$ cat config.mk
export PLATFORM = sky130hd
export DESIGN_NAME = adcsq_control
export DESIGN_NICKNAME = d
export VERILOG_FILES = /design/src/hw/adcsq_pkg.sv /design/src/hw/adcsq_divider.sv /design/src/hw/adcsq_control.sv
export SDC_FILE = /design/constraint.sdc
export NUM_CORES = 1
export LEC_CHECK = 0
export BUFFER_PORTS_ARGS = -buffer_cell sky130_fd_sc_hd__buf_2
export CAP_MARGIN = 10
export CELL_PAD_IN_SITES_DETAIL_PLACEMENT = 0
export CELL_PAD_IN_SITES_GLOBAL_PLACEMENT = 1
export CORE_MARGIN = 8
export CORE_UTILIZATION = 36
export DETAILED_ROUTE_END_ITERATION = 10
export HOLD_SLACK_MARGIN = 0.02
export PLACE_DENSITY = 0.76
export SLEW_MARGIN = 10
export SYNTH_ARGS = -nofsm -noshare
export SYNTH_HDL_FRONTEND = slang
export SYNTH_SLANG_ARGS = --single-unit
$ cat constraint.sdc
create_clock -name core_clk -period 2 [get_ports core_clk]
set_input_delay 0.2 -clock core_clk [delete_from_list [all_inputs] [get_ports core_clk]]
set_output_delay 0.2 -clock core_clk [all_outputs]
set_load 0.02 [all_outputs]
$ cat src/hw/adcsq_pkg.sv
// Package of constants and types for the converter sequencer control block.
package adcsq_pkg;
  // Register offsets in data space.
  localparam logic [7:0] ADCSQ_RESULT_ADDR = 8'hd0;
  localparam logic [7:0] ADCSQ_CTRL_ADDR = 8'hd1;
  // Control register field positions.
  localparam int ADCSQ_IRQ_EN_BIT = 7;
  localparam int ADCSQ_DONE_BIT = 6;
  localparam int ADCSQ_START_BIT = 5;
  localparam int ADCSQ_POWER_BIT = 4;
  // Control register reset value.
  localparam logic [7:0] ADCSQ_CTRL_RESET = 8'h40;
  // Interrupt vector number of the end-of-conversion event.
  localparam logic [2:0] ADCSQ_IRQ_VECTOR = 3'h4;
  // Clock division factor and successive-approximation step count.
  localparam int ADCSQ_CLK_DIV = 12;
  localparam logic [3:0] ADCSQ_DIV_LAST = 4'(ADCSQ_CLK_DIV - 1);
  localparam int ADCSQ_RES_BITS = 8;
  localparam logic [2:0] ADCSQ_LAST_STEP = 3'h0;
  // Sequencer states.
  typedef enum logic [0:0] {
    ADCSQ_IDLE = 1'b0,
    ADCSQ_CONV = 1'b1
  } adcsq_state_t;
  // Core data-space access.
  typedef struct packed {
    logic wr;
    logic rd;
    logic [7:0] addr;
    logic [7:0] wdata;
  } adcsq_bus_t;
endpackage : adcsq_pkg

$ cat src/hw/adcsq_divider.sv
// Divide-by-twelve enable generator for the conversion clock.
`timescale 1ns/1ps
`default_nettype none
module adcsq_divider (
  input wire logic core_clk,
  input wire logic rst,
  input wire logic restart,
  output logic tick
);
  import adcsq_pkg::*;
  logic [3:0] cnt_ff;
  logic [3:0] nxt_cnt;

  always_comb begin
    if (restart || cnt_ff == ADCSQ_DIV_LAST) begin
      nxt_cnt = 4'h0;
    end else begin
      nxt_cnt = cnt_ff + 4'h1;
    end
  end

  always_ff @(posedge core_clk or posedge rst) begin
    if (rst) begin
      cnt_ff <= 4'h0;
    end else begin
      cnt_ff <= nxt_cnt;
    end
  end

  assign tick = (cnt_ff == ADCSQ_DIV_LAST) && !restart;
endmodule // adcsq_divider
`default_nettype wire

$ cat src/hw/adcsq_control.sv
// Converter control and status logic with result register and step sequencer.
`timescale 1ns/1ps
`default_nettype none
module adcsq_control (
  input wire logic core_clk,
  input wire logic rst,
  input wire adcsq_pkg::adcsq_bus_t bus,
  input wire logic cpu_wait,
  input wire logic comp_above,
  output logic [7:0] rdata,
  output logic [7:0] dac_code,
  output logic comparator_enable,
  output logic converting,
  output logic irq_req,
  output logic [2:0] irq_vector
);
  import adcsq_pkg::*;

  ////////////////////////////////////////////////////////////////////////////
  // Register decode.
  logic ctrl_wr;
  logic start_req;
  logic tick;
  logic irq_en_ff;
  logic done_ff;
  logic power_ff;
  logic [7:0] result_ff;
  logic [7:0] trial_ff;
  logic [2:0] step_ff;
  logic [7:0] rdata_ff;
  adcsq_state_t state_ff;

  assign ctrl_wr = bus.wr && (bus.addr == ADCSQ_CTRL_ADDR);
  assign start_req = ctrl_wr && bus.wdata[ADCSQ_START_BIT];

  adcsq_divider u_div (
    .core_clk(core_clk),
    .rst(rst),
    .restart(start_req),
    .tick(tick)
  );

  ////////////////////////////////////////////////////////////////////////////
  // Control bits.
  // reset to defaults.
  always_ff @(posedge core_clk or posedge rst) begin
    if (rst) begin
      irq_en_ff <= ADCSQ_CTRL_RESET[ADCSQ_IRQ_EN_BIT];
      power_ff <= ADCSQ_CTRL_RESET[ADCSQ_POWER_BIT];
    end else if (ctrl_wr) begin
      irq_en_ff <= bus.wdata[ADCSQ_IRQ_EN_BIT];
      power_ff <= bus.wdata[ADCSQ_POWER_BIT];
    end
  end

  ////////////////////////////////////////////////////////////////////////////
  // Sequencer.
  logic last_step;
  assign last_step = (state_ff == ADCSQ_CONV) && tick && (step_ff == ADCSQ_LAST_STEP);

  always_ff @(posedge core_clk or posedge rst) begin
    if (rst) begin
      state_ff <= ADCSQ_IDLE;
      step_ff <= 3'h7;
    end else if (start_req) begin
      state_ff <= ADCSQ_CONV;
      step_ff <= 3'h7;
    end else begin
      unique case (state_ff)
        ADCSQ_IDLE: begin
          state_ff <= ADCSQ_IDLE;
        end
        ADCSQ_CONV: begin
          if (tick) begin
            if (step_ff != ADCSQ_LAST_STEP) begin
              step_ff <= step_ff - 3'h1;
            end else begin
              state_ff <= ADCSQ_IDLE;
            end
          end
        end
      endcase
    end
  end

  ////////////////////////////////////////////////////////////////////////////
  // Trial code, one flip-flop per bit.
  // per-bit trial update.
  for (genvar b = 0; b < ADCSQ_RES_BITS; b++) begin : g_trial
    always_ff @(posedge core_clk or posedge rst) begin
      if (rst) begin
        trial_ff[b] <= 1'(b == ADCSQ_RES_BITS - 1);
      end else if (start_req) begin
        trial_ff[b] <= 1'(b == ADCSQ_RES_BITS - 1);
      end else if (state_ff == ADCSQ_CONV && tick) begin
        if (step_ff == 3'(b)) begin
          trial_ff[b] <= comp_above;
        end else if (b < ADCSQ_RES_BITS - 1 && step_ff == 3'(b + 1)) begin
          trial_ff[b] <= 1'b1;
        end
      end
    end
  end

  always_ff @(posedge core_clk or posedge rst) begin
    if (rst) begin
      result_ff <= 8'h00;
    end else if (last_step && !start_req) begin
      result_ff <= comp_above ? trial_ff : (trial_ff & ~8'h01);
    end
  end

  always_ff @(posedge core_clk or posedge rst) begin
    if (rst) begin
      done_ff <= ADCSQ_CTRL_RESET[ADCSQ_DONE_BIT];
    end else if (start_req) begin
      done_ff <= 1'b0;
    end else if (last_step) begin
      done_ff <= 1'b1;
    end
  end

  ////////////////////////////////////////////////////////////////////////////
  // Read data and outputs.
  // start reads zero.
  always_ff @(posedge core_clk or posedge rst) begin
    if (rst) begin
      rdata_ff <= 8'h00;
    end else if (bus.rd) begin
      if (bus.addr == ADCSQ_CTRL_ADDR) begin
        rdata_ff <= {irq_en_ff, done_ff, 1'b0, power_ff, 4'h0};
      end else if (bus.addr == ADCSQ_RESULT_ADDR) begin
        rdata_ff <= result_ff;
      end else begin
        rdata_ff <= 8'h00;
      end
    end
  end

  assign rdata = rdata_ff;
  assign dac_code = trial_ff;
  assign comparator_enable = power_ff;
  assign converting = (state_ff == ADCSQ_CONV);
  assign irq_req = irq_en_ff && done_ff;
  assign irq_vector = ADCSQ_IRQ_VECTOR;

  logic [6:0] conv_cnt_ff;
  always_ff @(posedge core_clk or posedge rst) begin
    if (rst) begin
      conv_cnt_ff <= 7'h00;
    end else if (start_req) begin
      conv_cnt_ff <= 7'h00;
    end else if (converting) begin
      conv_cnt_ff <= conv_cnt_ff + 7'h01;
    end
  end
endmodule // adcsq_control
`default_nettype wire

==> results by group <==
Setup path
  • Number of cells on the critical path: 6
  • CP required: between 2 and 2.5 ns
  • Worst Setup End Kind: flip-flop
  • Crit path DAT: 2.00 ns
  • Critical Path Max Stage Delay: 0.39 ns
  • Critical path launch point type: flip-flop
  • CP max FO: 8
  • Bufs and invs on worst path: 1
  • Cell Chain, Critical Path: inv_1, ha_1, nand2b_1, or2_2, nor2_4, mux2_2
  • Critical setup path kind: flip-flop to flip-flop
  • Slowest-stage cell, CP: dfstp_2
  • CP top delay family: simple AND/OR/NAND/NOR gates
  • FF-to-FF path depth: 6

Clocking
  • CTS Root Cell: clkbuf_8
  • CTS Buffer Depth: 2
  • Post-CTS Setup Bufs: 0
  • Clock latency on the worst-skew pair: approximately 0.29 ns
  • CTS H-tree depth: 2
  • CTS buffer count: 5
  • Clk slew on worst S/H paths: around 0.07 ns
  • Sink Count: 35
  • CTS tree: yes

Pwr
  • Peak supply drop: around 0.60 mV
  • P_leak: roughly 0.001 uW
  • Pwr Density: ~1100 nW/um^2

Finish
  • # diodes: 0
  • Layout cells sized above 1: around 37%
  • Fin nets: 220
  • Area grow syn2layout: 20.7%
  • Final Core Density: between 40% and 50%
  • Final non-filler cell total: approximately 250
  • Filler Cell Count: between 400 and 500

Global route
  • Vias in the first global route: roughly 1400
  • First-pass GRT wire length: between 6 and 7 mm
  • Largest net degree at the start of global routing: 36
  • Initial antenna violation count: 0
  • Gr usage total: about 11%
  • Gr ovfl total: 0

Timing
  • Final setup fails: 0
  • Worst hold slack: between 0.1 and 0.15 ns
  • Crit path time final: between 1.5 and 2 ns
  • Final Hold Fails: 0
  • Fin. max-slew vios: 0
  • Setup TNS: 0 ns
  • Fmax: 548 MHz
  • Clk_skew: 0.00545 ns
  • Period utilization: about nine tenths
  • RSZ-0062 raised after global routing: false

Route
  • 1st-pass router iterations: 4
  • Final ANT Viol Nets: 0
  • Initial DRC count: 36
  • Post-Route WL: around 3.6 mm
  • Routed wire length per instance: ~15 um
  • Via count: between 1000 and 1500
  • DRC Markers: 0
  • Routed vias/inst: 5.14

Yosys
  • Count leader, synth: dfrtp_1
  • Synth area leader: dfrtp_1
  • Top cells by count, synth: dfrtp_1 (30), nand2_1 (13), mux2_2 (12)
  • Main area contributors after synthesis: dfrtp_1 (45%), mux2_2 (8.1%), dfstp_2 (7.9%), ha_1 (4.5%), a21oi_1 (3.0%)
  • Synthesized flop and latch total: 35
  • Distinct cells, synth: 41
  • Ys async rst share: 100%
  • Synth top area share: 44.9%
  • Sequential share of the synthesized area: a little over half
  • Main flop type after synthesis: dfrtp_1
  • Synthesized area: ~1700 um^2
  • Post-Synthesis Cells: 149
  • Number of flops mapped to enable cells by yosys: 0
  • Avg Cell Area, Syn: 11.2 um^2
  • Synth warn: 0

Floorplan
  • Initial Util: 37.9%
  • Core Region: 4410 um^2
  • # rows: 24
  • Die width: about 84 um
  • Die area: around 7100 um^2
  • # IOs: 44
  • Die Span Y: about 84 um

Place
  • PortBufs: 34
  • Dpl cells: between 200 and 250
  • Hpwl dp: between 2 and 3 mm
  • GPL Wtd Cong: ~0.78

Run status
  • Status: completed

Hold path
  • Hold Path Cell Cnt: 2
  • Hold WC Path Type: primary input to flip-flop

Flow run
  • Max_cap viols: 0
registers in the layout, indices dropped and copies added (netlist names):
register / cells
done_ff: 1
rdata: 8
irq_en_ff: 1
u_div.cnt_ff: 4
dac_code: 8
converting: 1
comparator_enable: 1
result_ff: 8
step_ff: 3
area by class of cell:
type / instances / area (um^2) / area share (%)
Tap cell: 52 / 65.1 / 3.23
Inverter: 7 / 26.3 / 1.30
Timing Repair Buffer: 42 / 233 / 11.5
Clock buffer: 6 / 72.6 / 3.60
Sequential cell: 35 / 882 / 43.7
Clock inverter: 2 / 12.5 / 0.620
Multi-Input combinational cell: 101 / 726 / 36.0
worst paths after layout:
kind | slack (ns) | to | from
setup / recovery | 0.17 | result_ff[3]$_DFFE_PP0P_ | step_ff[1]$_DFFE_PP1P_
hold / removal | 0.14 | comparator_enable$_DFFE_PP0N_ | bus[4]
setup reg to reg | 0.17 | result_ff[3]$_DFFE_PP0P_ | step_ff[1]$_DFFE_PP1P_
hold reg to reg | 0.48 | u_div.cnt_ff[0]$_DFF_PP0_ | u_div.cnt_ff[0]$_DFF_PP0_
max in group asynchronous | 1.12 | step_ff[2]$_DFFE_PP1P_ | rst
min in group asynchronous | 0.55 | result_ff[7]$_DFFE_PP0P_ | rst
worst reg2reg max path: stages, from the launching register on:
cell and delay [ns]:
dfstp_2 0.39, inv_1 0.10, ha_1 0.23, nand2b_1 0.08, or2_2 0.32, nor2_4 0.23, mux2_2 0.37
metal layers:
metal  GRT usage [%]  vias up  routed length [um]  part of all wire [%]
li1                -      606                   -                     -
met1            11.5      624                1570                    43
met2            19.1       27                1850                    51
met3            5.02        2                 209                   5.7
met4            3.30        0                  14                  0.38
met5               0        -                   0                     0
cell usage in the layout (no fill, tap or decap), types with 2 or more instances in the layout:
| cell type | netlist | routed |
|---|---|---|
| a21oi_1 | 10 | 10 |
| a22o_1 | 5 | 5 |
| a311oi_1 | 3 | 3 |
| and2_1 | 2 | 2 |
| buf_2 | 1 | 34 |
| buf_4 | 3 | 7 |
| clkbuf_8 | 0 | 5 |
| conb_1 | 2 | 3 |
| dfrtp_1 | 30 | 30 |
| dfstp_2 | 5 | 5 |
| ha_1 | 6 | 6 |
| inv_1 | 6 | 6 |
| mux2_2 | 12 | 12 |
| mux2i_1 | 2 | 2 |
| nand2_1 | 13 | 13 |
| nand2b_1 | 3 | 3 |
| nand3_1 | 2 | 2 |
| nor2_1 | 9 | 9 |
| nor3b_1 | 3 | 3 |
| o21ai_0 | 2 | 2 |
| o2bb2ai_1 | 3 | 3 |
| o32ai_1 | 2 | 2 |
| or2_2 | 4 | 4 |
| xnor2_1 | 2 | 2 |
through the flow:
stage / area [um^2] / setup WS (ns) / total power (uW)
floorplan: 1680 / 0.0289 / 1530
global placement: 1920 / 0.0743 / 1750
detailed placement: 1920 / 0.0319 / 1800
CTS: 2010 / 0.0280 / 2300
global route: 2020 / 0.0783 / 2440
finish: 2020 / 0.175 / 2280
power breakdown:
group	switching (uW)	leakage [uW]	internal, uW	total (uW)
Clock	252	0.0000412	243	495
Combinational	405	0.000492	346	750
Sequential	150	0.000443	881	1030
Total	807	0.000977	1470	2280
cell families after synthesis:
logic type	count (synthesis)	share of synthesized area, %
compound gates	28	11.9
buf+inv	14	4.34
simple gates	47	15.2
other cells	2	0.449
fa+ha+maj	6	4.49
xor+xnor	3	1.57
mux	14	9.28
flops	35	52.8
what timing repair did:
action	in CTS	in global routing
hold endpoints to repair	27	0
endpoints found under the setup margin	0	7
hold buffers	1	0
resized for setup	0	1
Note: power is estimated with default switching activity, not from simulation.
